## config.mk

```make
export PLATFORM = sky130hd
export DESIGN_NAME = cpm_core
export DESIGN_NICKNAME = d
export VERILOG_FILES = /design/src/shared/cpm_pkg.sv /design/src/core/cpm_core.sv
export SDC_FILE = /design/constraint.sdc
export NUM_CORES = 1
export LEC_CHECK = 0
export BUFFER_PORTS_ARGS = -buffer_cell sky130_fd_sc_hd__clkbuf_2
export CAP_MARGIN = 15
export CORE_MARGIN = 2
export CORE_UTILIZATION = 45
export DETAILED_ROUTE_END_ITERATION = 8
export GPL_ROUTABILITY_DRIVEN = 0
export PLACE_DENSITY = 0.68
export SLEW_MARGIN = 20
export SYNTH_ARGS = -nofsm -noshare
export SYNTH_HDL_FRONTEND = slang
export SYNTH_SLANG_ARGS = --single-unit
```

## constraint.sdc

```tcl
create_clock -name i_ref_clk -period 2.64 [get_ports i_ref_clk]
set_input_delay 0.132 -clock i_ref_clk [delete_from_list [all_inputs] [get_ports i_ref_clk]]
set_output_delay 0.132 -clock i_ref_clk [all_outputs]
set_load 0.01 [all_outputs]
```

## src/shared/cpm_pkg.sv

```systemverilog
package cpm_pkg;

  // Instruction pointer width; bit 0 always clear
  localparam int unsigned IP_W         = 23;
  localparam int unsigned WREG_W       = 16;
  localparam int unsigned WREG_N       = 16;
  localparam int unsigned WIDX_W       = 4;
  localparam int unsigned DADDR_W      = 16;

  // Fixed working register roles
  localparam logic [3:0] IMPLICIT_IDX  = 4'h0;
  localparam logic [3:0] FRAME_IDX     = 4'he;
  localparam logic [3:0] STACK_IDX     = 4'hf;

  // Values after reset
  localparam logic [15:0] STACK_RST    = 16'h0800;
  localparam logic [15:0] WREG_RST     = 16'h0000;
  localparam logic [15:0] STATUS_RST   = 16'h0000;
  localparam logic [22:0] IP_RST       = 23'h000000;

  // Memory map of core registers in data space (byte addresses)
  localparam logic [15:0] WREG_BASE    = 16'h0000;
  localparam logic [15:0] LOOP_START_A = 16'h0036;
  localparam logic [15:0] LOOP_END_A   = 16'h0038;
  localparam logic [15:0] LOOP_CNT_A   = 16'h003a;
  localparam logic [15:0] STATUS_A     = 16'h0042;
  localparam logic [15:0] IP_LO_A      = 16'h002e;
  localparam logic [15:0] IP_HI_A      = 16'h0030;

  // Status word bit positions
  localparam int unsigned B_CARRY      = 0;
  localparam int unsigned B_ZERO       = 1;
  localparam int unsigned B_OVF        = 2;
  localparam int unsigned B_NEG        = 3;
  localparam int unsigned B_RPT        = 4;
  localparam int unsigned B_IPL_LO     = 5;
  localparam int unsigned B_DC         = 8;
  localparam int unsigned B_LOOP       = 9;
  localparam int unsigned B_SAB        = 10;
  localparam int unsigned B_OAB        = 11;
  localparam int unsigned B_SB         = 12;
  localparam int unsigned B_SA         = 13;
  localparam int unsigned B_OB         = 14;
  localparam int unsigned B_OA         = 15;

  // Masks of bits by access class
  localparam logic [15:0] SW_RW_MASK   = 16'h01eb; // C Z N IPL DC; overflow stays read-only
  localparam logic [15:0] SHADOW_MASK  = 16'h010f; // DC N OV Z C
  localparam logic [15:0] ALU_MASK     = 16'h010f;

  // Exception structure
  localparam int unsigned VEC_TOTAL    = 62;
  localparam int unsigned TRAP_N       = 8;
  localparam int unsigned IRQ_N        = 54;
  localparam logic [3:0]  TRAP_PRI_LO  = 4'h8;
  localparam logic [3:0]  IRQ_PRI_MIN  = 4'h1;
  localparam logic [3:0]  IRQ_PRI_MAX  = 4'h7;

  // Data space access from software
  typedef struct packed {
    logic                 wr;
    logic                 rd;
    logic                 byte_op;
    logic [DADDR_W-1:0]   addr;
    logic [15:0]          wdata;
  } cpm_dbus_t;

  // Working register write from the datapath
  typedef struct packed {
    logic                 en;
    logic                 byte_op;
    logic [WIDX_W-1:0]    idx;
    logic [15:0]          data;
  } cpm_wwr_t;

  // Status updates from the execution units
  typedef struct packed {
    logic                 alu_en;
    logic [15:0]          alu_val;  // C Z OV N DC positions
    logic                 ovf_en;
    logic                 ovf_int;
    logic                 ovf_a;
    logic                 ovf_b;
    logic                 sat_a;
    logic                 sat_b;
    logic                 rpt_enter;
    logic                 rpt_exit;
    logic                 loop_enter;
    logic                 loop_exit;
  } cpm_stat_t;

endpackage : cpm_pkg

```

## src/core/cpm_core.sv

```systemverilog
// Function
// - 23-bit instruction pointer, bit zero zero
// - Sixteen 16-bit general working registers
// - Register fifteen is auto-updated stack pointer
// - Stack pointer loads fixed value at reset
// - Register fourteen is frame pointer, still general
// - Register zero is implicit accumulator operand
// - Datapath byte writes change only low byte
// - Core registers memory mapped, byte addressable
// - Fast shadow swaps W0-W3 and five flags
// - Loop start pushes loop registers, end pops
// - Status word 16 bits, two bytes
// - Low byte: ALU flags, priority, repeat
// - Exception stacks status low with IP high
// - High byte: DSP flags, loop, digit carry
// - Loop-active bit readable, clear-only by software
// - Repeat-active read-only, set on repeat entry
// - Overflow bits read-only, set by DSP
// - Saturation flags sticky, software clearable
// - Clearing combined saturation clears both
// - Status write suppressed when flags update
// - 62 vectors, traps 8-15, interrupts 1-7
`timescale 1ns/100ps
`default_nettype none

module cpm_core
  import cpm_pkg::*;
(
  // Clock and reset
  input  wire logic              i_ref_clk,
  input  wire logic              i_nrst,
  // Software data-space access
  input  wire cpm_dbus_t         i_dbus,
  output logic [15:0]            o_rdata,
  output logic                   o_hit,
  // Datapath register write and operand read
  input  wire cpm_wwr_t          i_wwr,
  input  wire logic [3:0]        i_rd_idx,
  output logic [15:0]            o_rd_data,
  output logic [15:0]            o_acc_operand,
  output logic [15:0]            o_frame_ptr,
  // Instruction pointer
  input  wire logic              i_ip_load,
  input  wire logic [22:0]       i_ip_next,
  output logic [22:0]            o_ip,
  // Stack events
  input  wire logic              i_call,
  input  wire logic              i_ret,
  input  wire logic              i_exc_enter,
  input  wire logic [2:0]        i_exc_ipl,
  output logic [15:0]            o_stack_ptr,
  output logic [15:0]            o_exc_word,
  // Shadows and loops
  input  wire logic              i_push_s,
  input  wire logic              i_pop_s,
  input  wire logic [15:0]       i_loop_start,
  input  wire logic [15:0]       i_loop_end,
  input  wire logic [15:0]       i_loop_cnt,
  // Status updates
  input  wire cpm_stat_t         i_stat,
  output logic [15:0]            o_status,
  // Exception priority of a request
  input  wire logic [5:0]        i_vec,
  input  wire logic [2:0]        i_irq_pri,
  output logic [3:0]             o_vec_pri,
  output logic                   o_vec_valid
);

  logic [15:0] wreg [WREG_N];        // Working register array
  logic [15:0] shadow_w [4];         // Hidden copies of W0-W3
  logic [15:0] shadow_st;            // Hidden copy of five flags
  logic [15:0] status;               // Status word
  logic [22:0] ip;                   // Instruction pointer
  logic [15:0] lp_start, lp_end, lp_cnt;     // Loop registers
  logic [15:0] lps_start, lps_end, lps_cnt;  // Their shadows

  // Tells whether a data-space address hits a working register
  function automatic logic is_wreg(input logic [15:0] a);
    return a < (WREG_BASE + 16'h0020);
  endfunction : is_wreg

  // Merges a byte or word write into an old value
  function automatic logic [15:0] merge(input logic [15:0] old, input logic [15:0] nw,
                                        input logic bop, input logic hi);
    if (!bop)
      return nw;
    else if (hi)
      return {nw[7:0], old[7:0]};
    else
      return {old[15:8], nw[7:0]};
  endfunction : merge

  logic        bus_wreg_wr;          // Software write hits a working register
  logic [3:0]  bus_widx;             // Its index
  logic        bus_st_wr;            // Software write hits status
  logic        st_busy;              // Hardware updates status this cycle
  logic [15:0] sp_adj;               // Stack pointer after call or return

  assign bus_wreg_wr = i_dbus.wr && is_wreg(i_dbus.addr);
  assign bus_widx    = i_dbus.addr[4:1];
  assign bus_st_wr   = i_dbus.wr && (i_dbus.addr[15:1] == STATUS_A[15:1]);
  assign st_busy     = i_stat.alu_en | i_stat.ovf_en | i_stat.sat_a | i_stat.sat_b
                       | i_stat.rpt_enter | i_stat.rpt_exit | i_stat.loop_enter
                       | i_stat.loop_exit | i_pop_s | i_exc_enter;
  // Calls and exceptions push two words, returns pop two
  assign sp_adj = (i_call | i_exc_enter) ? wreg[STACK_IDX] + 16'h0004
                : wreg[STACK_IDX] - 16'h0004;

  // Working register array; four low registers also take shadow pops
  generate
    for (genvar g = 0; g < WREG_N; g++) begin : g_wreg
      always_ff @(posedge i_ref_clk or negedge i_nrst) begin
        if (!i_nrst) begin
          wreg[g] <= (g == STACK_IDX) ? STACK_RST : WREG_RST;
        end else if (g < 4 && i_pop_s) begin
          wreg[g] <= shadow_w[g];
        end else if (g == STACK_IDX && (i_call | i_ret | i_exc_enter)) begin
          wreg[g] <= {sp_adj[15:1], 1'b0};
        end else if (i_wwr.en && i_wwr.idx == 4'(g)) begin
          // Byte ops touch the low byte only
          wreg[g] <= merge(wreg[g], i_wwr.data, i_wwr.byte_op, 1'b0);
          if (g == STACK_IDX)
            wreg[g][0] <= 1'b0;
        end else if (bus_wreg_wr && bus_widx == 4'(g)) begin
          wreg[g] <= merge(wreg[g], i_dbus.wdata, i_dbus.byte_op, i_dbus.addr[0]);
          if (g == STACK_IDX)
            wreg[g][0] <= 1'b0;
        end
      end
    end
  endgenerate

  // Shadow copies for the fast push; not addressable
  always_ff @(posedge i_ref_clk or negedge i_nrst) begin
    if (!i_nrst) begin
      for (int k = 0; k < 4; k++)
        shadow_w[k] <= WREG_RST;
      shadow_st <= STATUS_RST;
    end else if (i_push_s) begin
      for (int k = 0; k < 4; k++)
        shadow_w[k] <= wreg[k];
      shadow_st <= status & SHADOW_MASK;
    end
  end

  // Loop registers and their shadows
  always_ff @(posedge i_ref_clk or negedge i_nrst) begin
    if (!i_nrst) begin
      lp_start  <= WREG_RST;
      lp_end    <= WREG_RST;
      lp_cnt    <= WREG_RST;
      lps_start <= WREG_RST;
      lps_end   <= WREG_RST;
      lps_cnt   <= WREG_RST;
    end else if (i_stat.loop_enter) begin
      // Old values saved so nested loops resume
      lps_start <= lp_start;
      lps_end   <= lp_end;
      lps_cnt   <= lp_cnt;
      lp_start  <= i_loop_start;
      lp_end    <= i_loop_end;
      lp_cnt    <= i_loop_cnt;
    end else if (i_stat.loop_exit) begin
      lp_start  <= lps_start;
      lp_end    <= lps_end;
      lp_cnt    <= lps_cnt;
    end else if (i_dbus.wr && i_dbus.addr[15:1] == LOOP_START_A[15:1]) begin
      lp_start  <= merge(lp_start, i_dbus.wdata, i_dbus.byte_op, i_dbus.addr[0]);
    end else if (i_dbus.wr && i_dbus.addr[15:1] == LOOP_END_A[15:1]) begin
      lp_end    <= merge(lp_end, i_dbus.wdata, i_dbus.byte_op, i_dbus.addr[0]);
    end else if (i_dbus.wr && i_dbus.addr[15:1] == LOOP_CNT_A[15:1]) begin
      lp_cnt    <= merge(lp_cnt, i_dbus.wdata, i_dbus.byte_op, i_dbus.addr[0]);
    end
  end

  // Instruction pointer; bit zero cannot be set
  always_ff @(posedge i_ref_clk or negedge i_nrst) begin
    if (!i_nrst)
      ip <= IP_RST;
    else if (i_ip_load)
      ip <= {i_ip_next[22:1], 1'b0};
  end

  // Status word; hardware set wins over software clear
  logic [15:0] sw_val;               // Software write merged into old status
  logic [15:0] next_status;
  always_comb begin
    sw_val      = merge(status, i_dbus.wdata, i_dbus.byte_op, i_dbus.addr[0]);
    next_status = status;
    // Write disabled on every bit when hardware also updates status
    if (bus_st_wr && !st_busy) begin
      next_status = (status & ~SW_RW_MASK) | (sw_val & SW_RW_MASK);
      if (!sw_val[B_LOOP])   next_status[B_LOOP] = 1'b0;
      if (!sw_val[B_SA])     next_status[B_SA]   = 1'b0;
      if (!sw_val[B_SB])     next_status[B_SB]   = 1'b0;
      if (!sw_val[B_SAB]) begin
        next_status[B_SAB] = 1'b0;
        next_status[B_SA]  = 1'b0;
        next_status[B_SB]  = 1'b0;
      end
    end
    if (i_pop_s)
      next_status = (next_status & ~SHADOW_MASK) | shadow_st;
    if (i_stat.alu_en)
      next_status = (next_status & ~ALU_MASK) | (i_stat.alu_val & ALU_MASK);
    if (i_stat.ovf_en) begin
      next_status[B_OVF] = i_stat.ovf_int;
      next_status[B_OA]  = i_stat.ovf_a;
      next_status[B_OB]  = i_stat.ovf_b;
      next_status[B_OAB] = i_stat.ovf_a | i_stat.ovf_b;
    end
    if (i_stat.sat_a) next_status[B_SA] = 1'b1;
    if (i_stat.sat_b) next_status[B_SB] = 1'b1;
    if (i_stat.sat_a | i_stat.sat_b) next_status[B_SAB] = 1'b1;
    if (i_stat.rpt_exit)   next_status[B_RPT]  = 1'b0;
    if (i_stat.rpt_enter)  next_status[B_RPT]  = 1'b1;
    if (i_stat.loop_exit)  next_status[B_LOOP] = 1'b0;
    if (i_stat.loop_enter) next_status[B_LOOP] = 1'b1;
    if (i_exc_enter)
      next_status[B_IPL_LO +: 3] = i_exc_ipl;
  end

  always_ff @(posedge i_ref_clk or negedge i_nrst) begin
    if (!i_nrst)
      status <= STATUS_RST;
    else
      status <= next_status;
  end

  // Word stacked on exception entry
  always_ff @(posedge i_ref_clk or negedge i_nrst) begin
    if (!i_nrst)
      o_exc_word <= 16'h0000;
    else if (i_exc_enter)
      o_exc_word <= {1'b0, ip[22:16], status[7:0]};
  end

  // Software read mux; unmapped reads return zero
  always_ff @(posedge i_ref_clk or negedge i_nrst) begin
    if (!i_nrst) begin
      o_rdata <= 16'h0000;
      o_hit   <= 1'b0;
    end else begin
      o_hit   <= i_dbus.rd;
      o_rdata <= 16'h0000;
      if (i_dbus.rd) begin
        if (is_wreg(i_dbus.addr))
          o_rdata <= wreg[bus_widx];
        else if (i_dbus.addr[15:1] == STATUS_A[15:1])
          o_rdata <= status;
        else if (i_dbus.addr[15:1] == LOOP_START_A[15:1])
          o_rdata <= lp_start;
        else if (i_dbus.addr[15:1] == LOOP_END_A[15:1])
          o_rdata <= lp_end;
        else if (i_dbus.addr[15:1] == LOOP_CNT_A[15:1])
          o_rdata <= lp_cnt;
        else if (i_dbus.addr[15:1] == IP_LO_A[15:1])
          o_rdata <= ip[15:0];
        else if (i_dbus.addr[15:1] == IP_HI_A[15:1])
          o_rdata <= {9'h000, ip[22:16]};
      end
    end
  end

  // Exception vector priority: traps fixed, interrupts user set
  always_comb begin
    o_vec_valid = i_vec < 6'(VEC_TOTAL);
    if (i_vec < 6'(TRAP_N))
      o_vec_pri = TRAP_PRI_LO + i_vec[3:0];
    else if (i_irq_pri == 3'h0)
      o_vec_pri = 4'h0;
    else
      o_vec_pri = {1'b0, i_irq_pri};
  end

  assign o_rd_data     = wreg[i_rd_idx];
  assign o_acc_operand = wreg[IMPLICIT_IDX];
  assign o_frame_ptr   = wreg[FRAME_IDX];
  assign o_stack_ptr   = wreg[STACK_IDX];
  assign o_ip          = ip;
  assign o_status      = status;

  // Checks
  property p_sp_align;
    @(posedge i_ref_clk) disable iff (!i_nrst) wreg[STACK_IDX][0] == 1'b0;
  endproperty
  a_sp_align: assert property (p_sp_align) else $error("stack pointer odd");

  property p_ip_align;
    @(posedge i_ref_clk) disable iff (!i_nrst) ip[0] == 1'b0;
  endproperty
  a_ip_align: assert property (p_ip_align) else $error("ip odd");

  property p_call;
    @(posedge i_ref_clk) disable iff (!i_nrst)
      (i_call && !i_ret && !i_exc_enter) |=> wreg[STACK_IDX] == $past(wreg[STACK_IDX]) + 16'h0004;
  endproperty
  a_call: assert property (p_call) else $error("call did not bump sp");

  property p_sab_clr;
    @(posedge i_ref_clk) disable iff (!i_nrst)
      (bus_st_wr && !st_busy && !sw_val[B_SAB]) |=> !status[B_SA] && !status[B_SB];
  endproperty
  a_sab_clr: assert property (p_sab_clr) else $error("sab clear missed");

  property p_sat_sticky;
    @(posedge i_ref_clk) disable iff (!i_nrst)
      (status[B_SA] && !bus_st_wr) |=> status[B_SA];
  endproperty
  a_sat_sticky: assert property (p_sat_sticky) else $error("sa not sticky");

  property p_loop_noset;
    @(posedge i_ref_clk) disable iff (!i_nrst)
      (!status[B_LOOP] && !i_stat.loop_enter) |=> !status[B_LOOP];
  endproperty
  a_loop_noset: assert property (p_loop_noset) else $error("loop bit set");

  property p_rpt_ro;
    @(posedge i_ref_clk) disable iff (!i_nrst)
      (status[B_RPT] && !i_stat.rpt_exit) |=> status[B_RPT];
  endproperty
  a_rpt_ro: assert property (p_rpt_ro) else $error("repeat bit cleared");

  property p_st_suppress;
    @(posedge i_ref_clk) disable iff (!i_nrst)
      (bus_st_wr && i_stat.rpt_exit && !i_stat.alu_en && !i_stat.ovf_en && !i_pop_s
       && !i_exc_enter && !i_stat.sat_a && !i_stat.sat_b && !i_stat.rpt_enter
       && !i_stat.loop_enter && !i_stat.loop_exit)
      |=> status[15:5] == $past(status[15:5]);
  endproperty
  a_st_suppress: assert property (p_st_suppress) else $error("status write leaked");

  property p_shadow;
    @(posedge i_ref_clk) disable iff (!i_nrst)
      (i_push_s && !i_wwr.en && !bus_wreg_wr) ##1 (i_pop_s && !i_push_s) |=> wreg[0] == $past(wreg[0], 2);
  endproperty
  a_shadow: assert property (p_shadow) else $error("shadow restore wrong");

  c_call:  cover property (@(posedge i_ref_clk) disable iff (!i_nrst) i_call ##1 i_ret);
  c_exc:   cover property (@(posedge i_ref_clk) disable iff (!i_nrst) i_exc_enter);
  c_sat:   cover property (@(posedge i_ref_clk) disable iff (!i_nrst) i_stat.sat_a ##[1:5] bus_st_wr);
  c_loop:  cover property (@(posedge i_ref_clk) disable iff (!i_nrst)
                           i_stat.loop_enter ##[1:16] i_stat.loop_exit);

endmodule : cpm_core

`default_nettype wire

```

Word-level counts from Yosys, hierarchy flattened. Index checks and enable logic that the tools add are counted.

Register bits: 491. Logic and storage cells: 362.

Add/subtract/negate cells: 3. Order comparisons: 5. Equal/unequal tests: 88. Muxes and demuxes: 92. Bitwise gates (word level): 19. Reduce and logical (&&, ||, !) cells: 101.

Operator list (count): $mux 16 (69); $bmux 16 s4 (2); $eq 15x5->1 const B (5); $ne 3x2->1 const B (22); $eq 4x4->1 const B (16); $reduce_and 3->1 (18); $ne 4x2->1 const B (12); $or 16x9->16 (3); $logic_and 1x1->1 (38); $reduce_and 2->1 (18); $eq 4x3->1 const B (8); $mux 14 (2); $reduce_bool 3->1 (9); $ne 2x2->1 const B (11); $reduce_bool 2->1 (11); $ne 3x3->1 const B (7); $add 16x3->16 const B (1); $eq 4x2->1 const B (4); $lt 16x6->1 const B (1); $sub 16x3->16 const B (1); $eq 15x6->1 const B (1); $or 1x1->1 (14); $mux 1 (13); $ge 5x5->1 const B (2); 14 further kinds (20).

Longest topological paths before layout. Gate-level depths: netlist of run 1.

Word-level depth: 18. Mapped depth: 10.

Worst setup path after synthesis of run 1. OpenSTA, ideal clock, no wires.

Path type: input -> register. From: input port i_exc_enter. To: register wreg (netlist bit o_stack_ptr[15]). Library setup time: 120 ps. Arrival: 2213 ps. Data required time: 2520 ps. Setup slack: 308 ps. Stages: 8. Buffers on the path: 0. Cells stage by stage: nor2_1 > ha_1 > a211oi_1 > o21ai_0 > a211o_1 > a31o_2 > mux2i_1 > and3_1.

Longest elaborated chain between the ends: 3. Elaborated cells between the ends (all ways): 8. Those cells by class: eq/ne: 2; mux: 2; bitwise: 2; reduce/logical: 2.

RTL lines: start, declared (RTL line cpm_core.sv:49) `input wire logic i_exc_enter,`; $or 1x1->1 (on tied branches) (RTL line cpm_core.sv:117, cpm_core.sv:106); $ne 4x2->1 (no source line), or another cell as far along; $reduce_and 3->1 (no source line) or $mux 16 (tied branches); end signal, assigned by index (RTL line cpm_core.sv:116) `wreg[g] <= shadow_w[g];`; end signal, assigned by index (RTL line cpm_core.sv:118) `wreg[g] <= {sp_adj[15:1], 1'b0};`; end signal, assigned by index (RTL line cpm_core.sv:121) `wreg[g] <= merge(wreg[g], i_wwr.data, i_wwr.byte_op, 1'b0);`; end, declared (RTL line cpm_core.sv:69) `logic [15:0] wreg [WREG_N];`.

Parallel ways exist; a longest one is shown, timed or not. A chain may end at the register's enable or synchronous reset.

Worst setup path in the final report of run 1.
From: register wreg (netlist bit o_stack_ptr[8]). To: output port o_rd_data[8].

Longest elaborated chain between the ends: 3.

RTL lines: start signal, assigned by index (RTL line cpm_core.sv:114) `wreg[g] <= (g == STACK_IDX) ? STACK_RST : WREG_RST;`; start signal, assigned by index (RTL line cpm_core.sv:116); start signal, assigned by index (RTL line cpm_core.sv:118); $bmux 16 s4 (RTL line cpm_core.sv:276) `assign o_rd_data = wreg[i_rd_idx];`; $mux 16 (implied by the code) (2 in series) (RTL line cpm_core.sv:276); end, declared (RTL line cpm_core.sv:39) `output logic [15:0] o_rd_data,`.

No other way between the ends. The select of a mux whose other input is x is not followed.

==> reports/results.ini, run 1 <==
[setup_path]
cpMostUsedCell=mux4_2
crit_path_max_fanout=5
cp.required_ns=2.51
path_cells=mux4_2 -> mux4_2 -> clkbuf_2
cp-start-kind=flop
cp_slowest_stage_delay_ns=0.54
worst-setup-path-type=flop to output port
slowest_stage=mux4_2
cp-end-kind=output port
crit_arrival_ns=2.35

[layout]
fill_cells=5338
final_core_util_pct=53.46
fin_area_um2=33660
fin_cells=3935
seqCellArea_um2=12260
drive_above_1_share_pct=30.18
multi_input_area_um2=15000
final_nets=3236
synthToLayoutAreaGrowth_pct=17.73

[place]
portBuffers=304
placed_area_um2=31060
hpwl_um=69550
dp.cells=3741

[floorplan]
die_width_um=256.1
initial_core_util_pct=45.41
die_h_um=256.1
rows=92
io-pin-count=320
dieArea_um2=65570
coreArea_um2=62970

[clock_network]
postCtsSetupRepairBufs=0
numClockSinks=490
clk_latency_ns=0.60
path_clk_slew_ns=0.06
numCtsBuffers=52
cts_tree=done
clockBufferDepth=3
root_buffer=clkbuf_16
htree_levels=2

[timing]
whs_ns=0.03407
finalCritPeriodShare_pct=94.08
finalClockSkew_ns=0.01598
maxSlewViolCount=0
final-setup-viol-count=0
tns_ns=0
hold_violations=0
finalCriticalPeriod_ns=2.484
tightest_slew_ns=0.8495
slew_headroom_pct=43.36
rsz0062_at_grt=no
fmax_mhz=402.6

[power]
leakage_nw=15.17
pwr-share-seq_pct=44.0
power_switching_w=0.007261
internal_power_w=0.01581
powerDensity_nw_per_um2=685.5
ir_drop_mv=0.4964
pwr-share-comb_pct=25.2
switching_share_pct=31.47
clockPowerShare_pct=30.8

[synth]
syn_area_per_cell_um2=10.44
ys.flop_type=dfrtp_1
async_flop_share_pct=100.0
syn_inst=2740
synth_edf_count=0
ys_warn_count=0
synth_area_um2=28590
ys_seq_area_share_pct=42.89
synthDistinctLibCells=80
ys_ff_latch=490
synth_area_leaders=dfrtp_1 (43%), mux4_2 (12%), mux2_2 (9.0%), mux2i_1 (5.4%), o21ai_0 (4.7%)
yosysTopAreaCellShare_pct=42.80
synth_largest_area_cell=dfrtp_1

[status]
status=finished, final reports clean

[grt]
grt_busiest_layer=met2
grt_max_degree=146
grt_remaining_overflow=0
use_met1_pct=37.68
grt_usage_pct=29.31
grt_pass1_wl_um=148700
grtUsageMet2_pct=46.97
use_met3_pct=7.764
antenna_found_initial=16
grt_pass1_vias=24360

[detailed_routing]
num_vias=24190
viasPerCell=6.147
first_pass_iters=6
totalWireLength_um=96810
drc=0
antenna_left=0
drt_iter0_markers=2480
routedWlPerCell_um=24.60

[run]
max-cap-violations=0

[min_path]
holdCritPathClass=primary input to flop

## worst paths after layout
check                                            from                           to  slack, ns  cells past startpoint
max                        o_stack_ptr[8]$_DFFE_PN0P_                 o_rd_data[8]       0.16                      3
min                                     i_loop_end[7]        lp_end[7]$_DFFE_PN0P_       0.03                      4
max reg2reg                o_stack_ptr[3]$_DFFE_PN0P_  o_stack_ptr[13]$_DFFE_PN0P_       0.21                      7
min reg2reg                     wreg[113]$_DFFE_PN0P_        wreg[113]$_DFFE_PN0P_       0.50                      2
max in group asynchronous                      i_nrst        wreg[170]$_DFFE_PN0P_       1.53                      4
min in group asynchronous                      i_nrst         o_ip[11]$_DFFE_PN0P_       0.13                      2
## worst max-delay path, delay by kind of cell, from the launching register on
kind / cells / cell delay, ns
flops: 1 / 0.51
mux: 2 / 1.07
buf+inv: 1 / 0.16
## power by group through the flow
stage | Sequential (W) | Combinational [W] | Clock [W]
6_report | 0.0102 | 0.00581 | 0.00710
5_1_grt | 0.0103 | 0.00630 | 0.00748
4_1_cts | 0.0101 | 0.00575 | 0.00718
3_5_place_dp | 0.0102 | 0.00560 | 0
3_3_place_gp | 0.0101 | 0.00540 | 0
2_1_floorplan | 0.00974 | 0.00403 | 0
## flip-flops by register name (all words and copies together), names as in the netlist, 5 cells and up
register and flops:
lp_end 16, o_exc_word 15, o_frame_ptr 16, lps_end 16, o_stack_ptr 15, lp_start 16
o_rdata 16, o_acc_operand 16, lps_start 16, shadow_w 64, lp_cnt 16, wreg 208
o_ip 22, o_status 16, lps_cnt 16, shadow_st 5
## cell usage in the layout, fill, tap and decap left out, types with 6 or more instances in the layout
master,netlist,routed
a211oi_1,16,16
a21boi_0,9,9
a21boi_1,6,6
a21o_1,7,7
a21oi_1,219,213
a21oi_2,1,7
a221oi_1,14,14
a22o_1,8,8
a22oi_1,14,14
a31oi_1,13,11
and3_1,6,6
buf_12,0,16
buf_4,58,114
clkbuf_1,157,25
clkbuf_16,0,53
clkbuf_2,0,296
clkbuf_8,0,10
dfrtp_1,489,489
diode_2,0,7
dlygate4sd3_1,0,95
ha_1,12,12
inv_1,21,21
mux2_1,12,12
mux2_2,229,229
mux2i_1,155,155
mux4_2,158,158
nand2_1,333,333
nand2_2,6,6
nand2b_1,21,21
nand3_1,13,13
nor2_1,258,256
nor2b_1,9,9
nor3_1,39,36
o211ai_1,19,19
o21a_1,18,18
o21ai_0,266,265
o22ai_1,13,13
## cell usage after synthesis (39+ instances only)
master    instances
a21oi_1         219
dfrtp_1         489
buf_2            49
nand2_1         333
mux2_2          229
mux4_2          158
clkbuf_1        157
o21ai_0         266
nor3_1           39
nor2_1          258
mux2i_1         155
buf_4            58
## logic make-up (layout without fill, tap and decap cells)
| family | count (synthesis) | count (layout) | share of synthesized area (%) |
|---|---|---|---|
| compound gates | 652 | 652 | 13.03 |
| simple gates | 724 | 724 | 10.95 |
| buf+inv | 298 | 638 | 4.914 |
| xor+xnor | 8 | 8 | 0.2451 |
| other cells | 1 | 10 | 0.01312 |
| fa+ha+maj | 13 | 13 | 0.5951 |
| mux | 554 | 554 | 27.36 |
| flops | 490 | 490 | 42.89 |
## metrics by stage
stage          worst slack, ns  power (W)
2_1_floorplan           0.3076    0.01377
5_1_grt                0.06949    0.02409
3_5_place_dp           0.08206    0.01583
6_report                0.1563    0.02308
4_1_cts                 0.1439    0.02305
3_3_place_gp            0.1824    0.01547
## metal layers
layer	share of wire (%)	up-vias	wire length, µm
met5	0.085	-	82
met4	4.3	14	4135
met3	10	246	9880
met2	47	1386	45540
met1	38	12070	37180
li1	-	10470	-
## cell type report
cell class / count / share of cell area [%]
multi-input cells: 1954 / 44.55
well taps: 846 / 3.145
inverters: 21 / 0.2342
clock inverters: 4 / 0.1338
repair buffers: 525 / 10.83
clock buffers: 88 / 4.628
flip-flops and latches: 490 / 36.43
diodes: 7 / 0.05204
## what timing repair did
| action | 4_1_cts | 5_1_grt |
|---|---|---|
| endpoints found under the hold margin | 194 | 0 |
| hold buffers | 95 | 0 |
| resized for setup | 0 | 1 |
| endpoints found under the setup margin | 0 | 1 |
Note: power is estimated with default switching activity, not from simulation.
==> run 2, diff against run 1 <==
Settings changed: CORE_MARGIN 2 to 5.
==> run 2 against run 1 <==
Against the previous run:
- non-clock buffer count unchanged
- sequential power is essentially flat
- combinational power hardly changed
- clock-buffer cell count down 8
==> reports/results.ini, run 2 (synthesis results as in run 1) <==
[status]
status=finished, final reports clean

[layout]
regMostFlops=wreg
final_common_cell=dfrtp_1
seqCellArea_um2=12260
drive_above_1_share_pct=30.72
largest_reg_flops=208
fin_cells=3938
final_cell_mix=dfrtp_1 (489), nand2_1 (333), clkbuf_2 (296)
synthToLayoutAreaGrowth_pct=18.51
final_nets=3236
fill_cells=5321
multi_input_area_um2=14980

[clock_network]
path_clk_slew_ns=0.06
postCtsSetupRepairBufs=0
numCtsBuffers=52
ctsResizeCount=0
cts_hold_buf=98
htree_levels=2
clockBufferDepth=3
clk_latency_ns=0.61
cts_tree=done
root_buffer=clkbuf_16
numClockSinks=490

[power]
powerDensity_nw_per_um2=701.5
clockPowerShare_pct=32.9
pwr-share-seq_pct=42.6
pwr-share-comb_pct=24.5
switching_share_pct=30.88
leakage_nw=15.31
internal_power_w=0.01643
power_switching_w=0.007339
ir_drop_mv=0.5139

[grt]
grt_remaining_overflow=0
antenna_found_initial=12
grt_usage_pct=27.17
grt_pass1_wl_um=144900
grt_max_degree=146
grt_pass1_vias=24210

[floorplan]
initial_core_util_pct=45.41
dieArea_um2=68680
rows=92
io-pin-count=320
die_h_um=262.1
die_width_um=262.1
coreArea_um2=62970

[run]
max-cap-violations=0

[timing]
maxSlewViolCount=0
final-setup-viol-count=0
fmax_mhz=399.7
finalCritPeriodShare_pct=94.76
slew_headroom_pct=28.65
finalClockSkew_ns=0.02346
finalCriticalPeriod_ns=2.502
tns_ns=0
tightest_slew_ns=1.070
rsz0062_at_grt=no
hold_violations=0

[detailed_routing]
antenna_left=0
viasPerCell=6.047
routedWlPerCell_um=24.33
drc=0
num_vias=23810
drt_iter0_markers=2300
first_pass_iters=6
totalWireLength_um=95810

[setup_path]
cp-end-kind=output port
r2r-start=o_stack_ptr[9]$_DFFE_PN0P_
reg2regPathDepth=6
crit_arrival_ns=2.37
ff2ff_setup_slack_ns=0.42
cp-start-kind=flop
startpoint=o_acc_operand[7]$_DFFE_PN0P_
path_cells=mux4_2 -> mux4_2 -> clkbuf_2
reg2reg_to=o_stack_ptr[14]$_DFFE_PN0P_
worstSetupEndpoint=o_rd_data[7]
path_delay_family=multiplexers
cp_slowest_stage_delay_ns=0.56
cpMostUsedCell=mux4_2
slowest_stage=mux4_2
crit_cells=3
cp.required_ns=2.51
crit_path_max_fanout=5
worst-setup-path-type=flop to output port
path_buf_inv=1

[place]
portBuffers=304
hpwl_um=69710
dp.cells=3737

[min_path]
min_from=i_stat[9]
holdCritPathClass=primary input to flop
hold_depth=2

-- run 2: cell types whose count changed in the layout (fill, tap and decap cells not counted), moves of 3 or more --
cell,change
bufinv_16,+3
clkbuf_1,-20
buf_4,-3
dlygate4sd3_1,+3
clkbuf_8,+12
clkinv_2,+6
-- run 2: power groups by stage --
stage,clock network [W],logic (W),registers [W]
2_1_floorplan,0,0.00403,0.00974
3_3_place_gp,0,0.00541,0.0101
3_5_place_dp,0,0.00563,0.0102
4_1_cts,0.00790,0.00579,0.0101
5_1_grt,0.00821,0.00633,0.0103
6_report,0.00782,0.00583,0.0101
-- run 2: worst register-to-register path, stage by stage (launching register included) --
cell and delay (ns):
dfrtp_1 0.50, ha_1 0.39, a2111o_1 0.37, o22a_1 0.24, a221oi_1 0.32, xor2_1 0.20, mux2i_1 0.09
-- run 2: area by class of cell --
| type | count | share of cell area (%) |
|---|---|---|
| inverter | 21 | 0.2326 |
| multi-input combinational | 1954 | 44.21 |
| antenna | 6 | 0.04431 |
| clock buffer | 80 | 4.863 |
| clock inverter | 16 | 0.5650 |
| sequential | 490 | 36.19 |
| tap | 846 | 3.124 |
| timing repair buffer | 525 | 10.77 |
-- run 2: layer usage --
layer  vias up  routed length [µm]  GRT usage [%]
li1      10480                   -              -
met2      1144               45310          44.32
met3       242                8893          6.168
met5         -                  62              0
met1     11930               37350          35.27
met4        10                4184          11.34
-- run 2: worst min path at each step --
stage	slack [ns]	to
global route	0.02	o_status[14]$_DFFE_PN0P_
finish	0.03	o_status[14]$_DFFE_PN0P_
CTS	0.001	o_status[14]$_DFFE_PN0P_
floorplan	-0.16	lp_cnt[0]$_DFFE_PN0P_
global placement	0.15	o_status[13]$_DFF_PN0_
detailed placement	0.16	o_status[13]$_DFF_PN0_
-- run 2: stage by stage --
stage                     utilization (%)  setup slack (ns)  hold slack (ns)  cell area [µm²]  total power, W
after CTS                           53.74            0.1362         0.001126            33840         0.02377
final                               53.81            0.1383          0.03436            33880         0.02377
after detailed placement            49.26            0.1244           0.1614            31020         0.01584
after global placement              49.26            0.1960           0.1473            31020         0.01547
after global routing                53.81            0.1150          0.01809            33880         0.02480
after floorplan                         -            0.3076          -0.1636            28600         0.01377
==> run 3, diff against run 2 <==
Clock period 2.64 ns to 2.4 ns, I/O delays scaled along.
==> run 3 against run 2 <==
Against the previous run:
- the flow now finishes with violations (setup timing)
- utilization increased by 0.74 points
- clock skew is 0.0034 ns lower
- combinational power grew 20%
- clock power rose by 8.3%
- wire length up 4.1%
- worst hold slack gained 0.0090 ns
- sequential power grew 9.9%
- non-clock buffer count is 51 higher
==> reports/results.ini, run 3 (synthesis results as in run 1) <==
[timing]
rsz0062_at_grt=yes
finalCritPeriodShare_pct=101.7
finalClockSkew_ns=0.02001
final-setup-viol-count=2
worst_slack_ns=-0.04086
slew_headroom_pct=25.05
tightest_slew_ns=1.124
maxSlewViolCount=0
hold_violations=0
finalCriticalPeriod_ns=2.441
fmax_mhz=409.7
tns_ns=-0.04376

[power]
ir_drop_mv=0.5064
powerDensity_nw_per_um2=773.2
power_w=0.02656
leakage_nw=15.55

[grt]
grt_pass1_wl_um=150200
grt_usage_pct=28.33
grt_max_degree=146
grt_pass1_vias=24560
grt_remaining_overflow=0
antenna_found_initial=20

[floorplan]
die_h_um=262.1
dieArea_um2=68680
die_width_um=262.1
rows=92
io-pin-count=320
coreArea_um2=62970
initial_core_util_pct=45.41

[clock_network]
path_clk_slew_ns=0.06
clockBufferDepth=3
htree_levels=2
numCtsBuffers=52
cts_tree=done
root_buffer=clkbuf_16
numClockSinks=490
clk_latency_ns=0.61

[run]
max-cap-violations=0

[layout]
regMostFlops=wreg
seqCellArea_um2=12280
fin_cells=3994
synthToLayoutAreaGrowth_pct=20.13
final_nets=3287
largest_reg_flops=208
final_cell_mix=dfrtp_1 (472), nand2_1 (333), clkbuf_2 (293)
drive_above_1_share_pct=32.22
fill_cells=5249
final_common_cell=dfrtp_1
multi_input_area_um2=14990

[setup_path]
crit_cells=4
cp-start-kind=flop
reg2regPathDepth=8
path_cells=buf_6 -> mux4_2 -> mux4_2 -> clkbuf_2
worstSetupEndpoint=o_rd_data[2]
crit_arrival_ns=2.32
cp.required_ns=2.28
cpMostUsedCell=mux4_2
reg2reg_to=o_stack_ptr[13]$_DFFE_PN0P_
ff2ff_setup_slack_ns=0.11
cp-end-kind=output port
startpoint=o_stack_ptr[2]$_DFFE_PN0P_
crit_path_max_fanout=2
cp_slowest_stage_delay_ns=0.54
r2r-start=o_stack_ptr[3]$_DFFE_PN0P_
path_buf_inv=2
worst-setup-path-type=flop to output port
slowest_stage=mux4_2
path_delay_family=multiplexers

[min_path]
holdCritPathClass=primary input to flop

[place]
dp.cells=3759
hpwl_um=71420
portBuffers=304

[detailed_routing]
routedWlPerCell_um=24.98
viasPerCell=6.110
antenna_left=0
first_pass_iters=6
drt_iter0_markers=2676
totalWireLength_um=99760
drc=0
num_vias=24400

[status]
status=finished, violations left
violations=setup timing

-- run 3: cell count changes in the layout (fill, tap and decap cells not counted), moves of 2 or more --
cell      delta
buf_4       +44
dfrtp_1     -17
dfrtp_2     +17
clkbuf_8     -8
diode_2      +7
buf_12       +5
buf_6        +3
clkbuf_1     +3
clkbuf_2     -3
a21oi_1      +2
a21oi_2      -2
clkinv_2     +2
-- run 3: how the worst min path moves through the flow --
stage / from / end / slack, ns / depth (start not counted)
after global routing: i_ret / o_stack_ptr[13]$_DFFE_PN0P_ / 0.07 / 4
final: i_ret / o_stack_ptr[9]$_DFFE_PN0P_ / 0.04 / 4
after global placement: i_nrst / o_rdata[13]$_DFF_PN0_ / 0.11 / 1
after detailed placement: i_nrst / o_rdata[11]$_DFF_PN0_ / 0.12 / 1
after floorplan: i_nrst / lp_cnt[0]$_DFFE_PN0P_ / -0.18 / 0
after CTS: i_ret / o_stack_ptr[9]$_DFFE_PN0P_ / 0.02 / 4
-- run 3: what timing repair did --
action | in CTS | in global routing
resized for setup | 17 | 13
cloned | 0 | 0
pin swaps | 0 | 0
setup endpoints to repair | 14 | 24
setup buffers | 23 | 9
endpoints found under the hold margin | 197 | 0
hold buffers | 100 | 0
-- run 3: layout make-up --
| cell class | count | share of cell area [%] |
|---|---|---|
| repair buffers | 576 | 11.99 |
| clock inverters | 19 | 0.6739 |
| diodes | 13 | 0.09471 |
| well taps | 846 | 3.082 |
| multi-input cells | 1954 | 43.66 |
| clock buffers | 75 | 4.510 |
| flip-flops and latches | 490 | 35.77 |
| inverters | 21 | 0.2295 |
-- run 3: power by group --
group          internal [W]  switching, W
clock               0.00500       0.00347
sequential          0.00978       0.00131
combinational       0.00346       0.00353
total                0.0182       0.00831
-- run 3: metal layers --
metal / share of wire (%) / up-vias / GRT usage, %
li1: - / 10560 / -
met1: 38 / 12060 / 36.40
met2: 47 / 1503 / 46.22
met3: 11 / 261 / 7.552
met4: 4.0 / 14 / 10.99
met5: 0.090 / - / 0
-- run 3: tightest hold or removal path: stages --
cell and delay (ns):
clkbuf_2 0.11, nor2_1 0.05, buf_4 0.18, o21ai_0 0.15
-- run 3: through the flow --
stage | worst slack [ns] | cell area [µm²] | hold WS (ns) | utilization (%)
final | -0.04086 | 34350 | 0.04341 | 54.55
after global routing | -0.05673 | 34330 | 0.07171 | 54.52
after CTS | -0.04641 | 34210 | 0.02193 | 54.32
after detailed placement | 0.01065 | 31250 | 0.1150 | 49.63
after global placement | 0.05481 | 31250 | 0.1101 | 49.62
after floorplan | 0.07963 | 28600 | -0.1756 | -
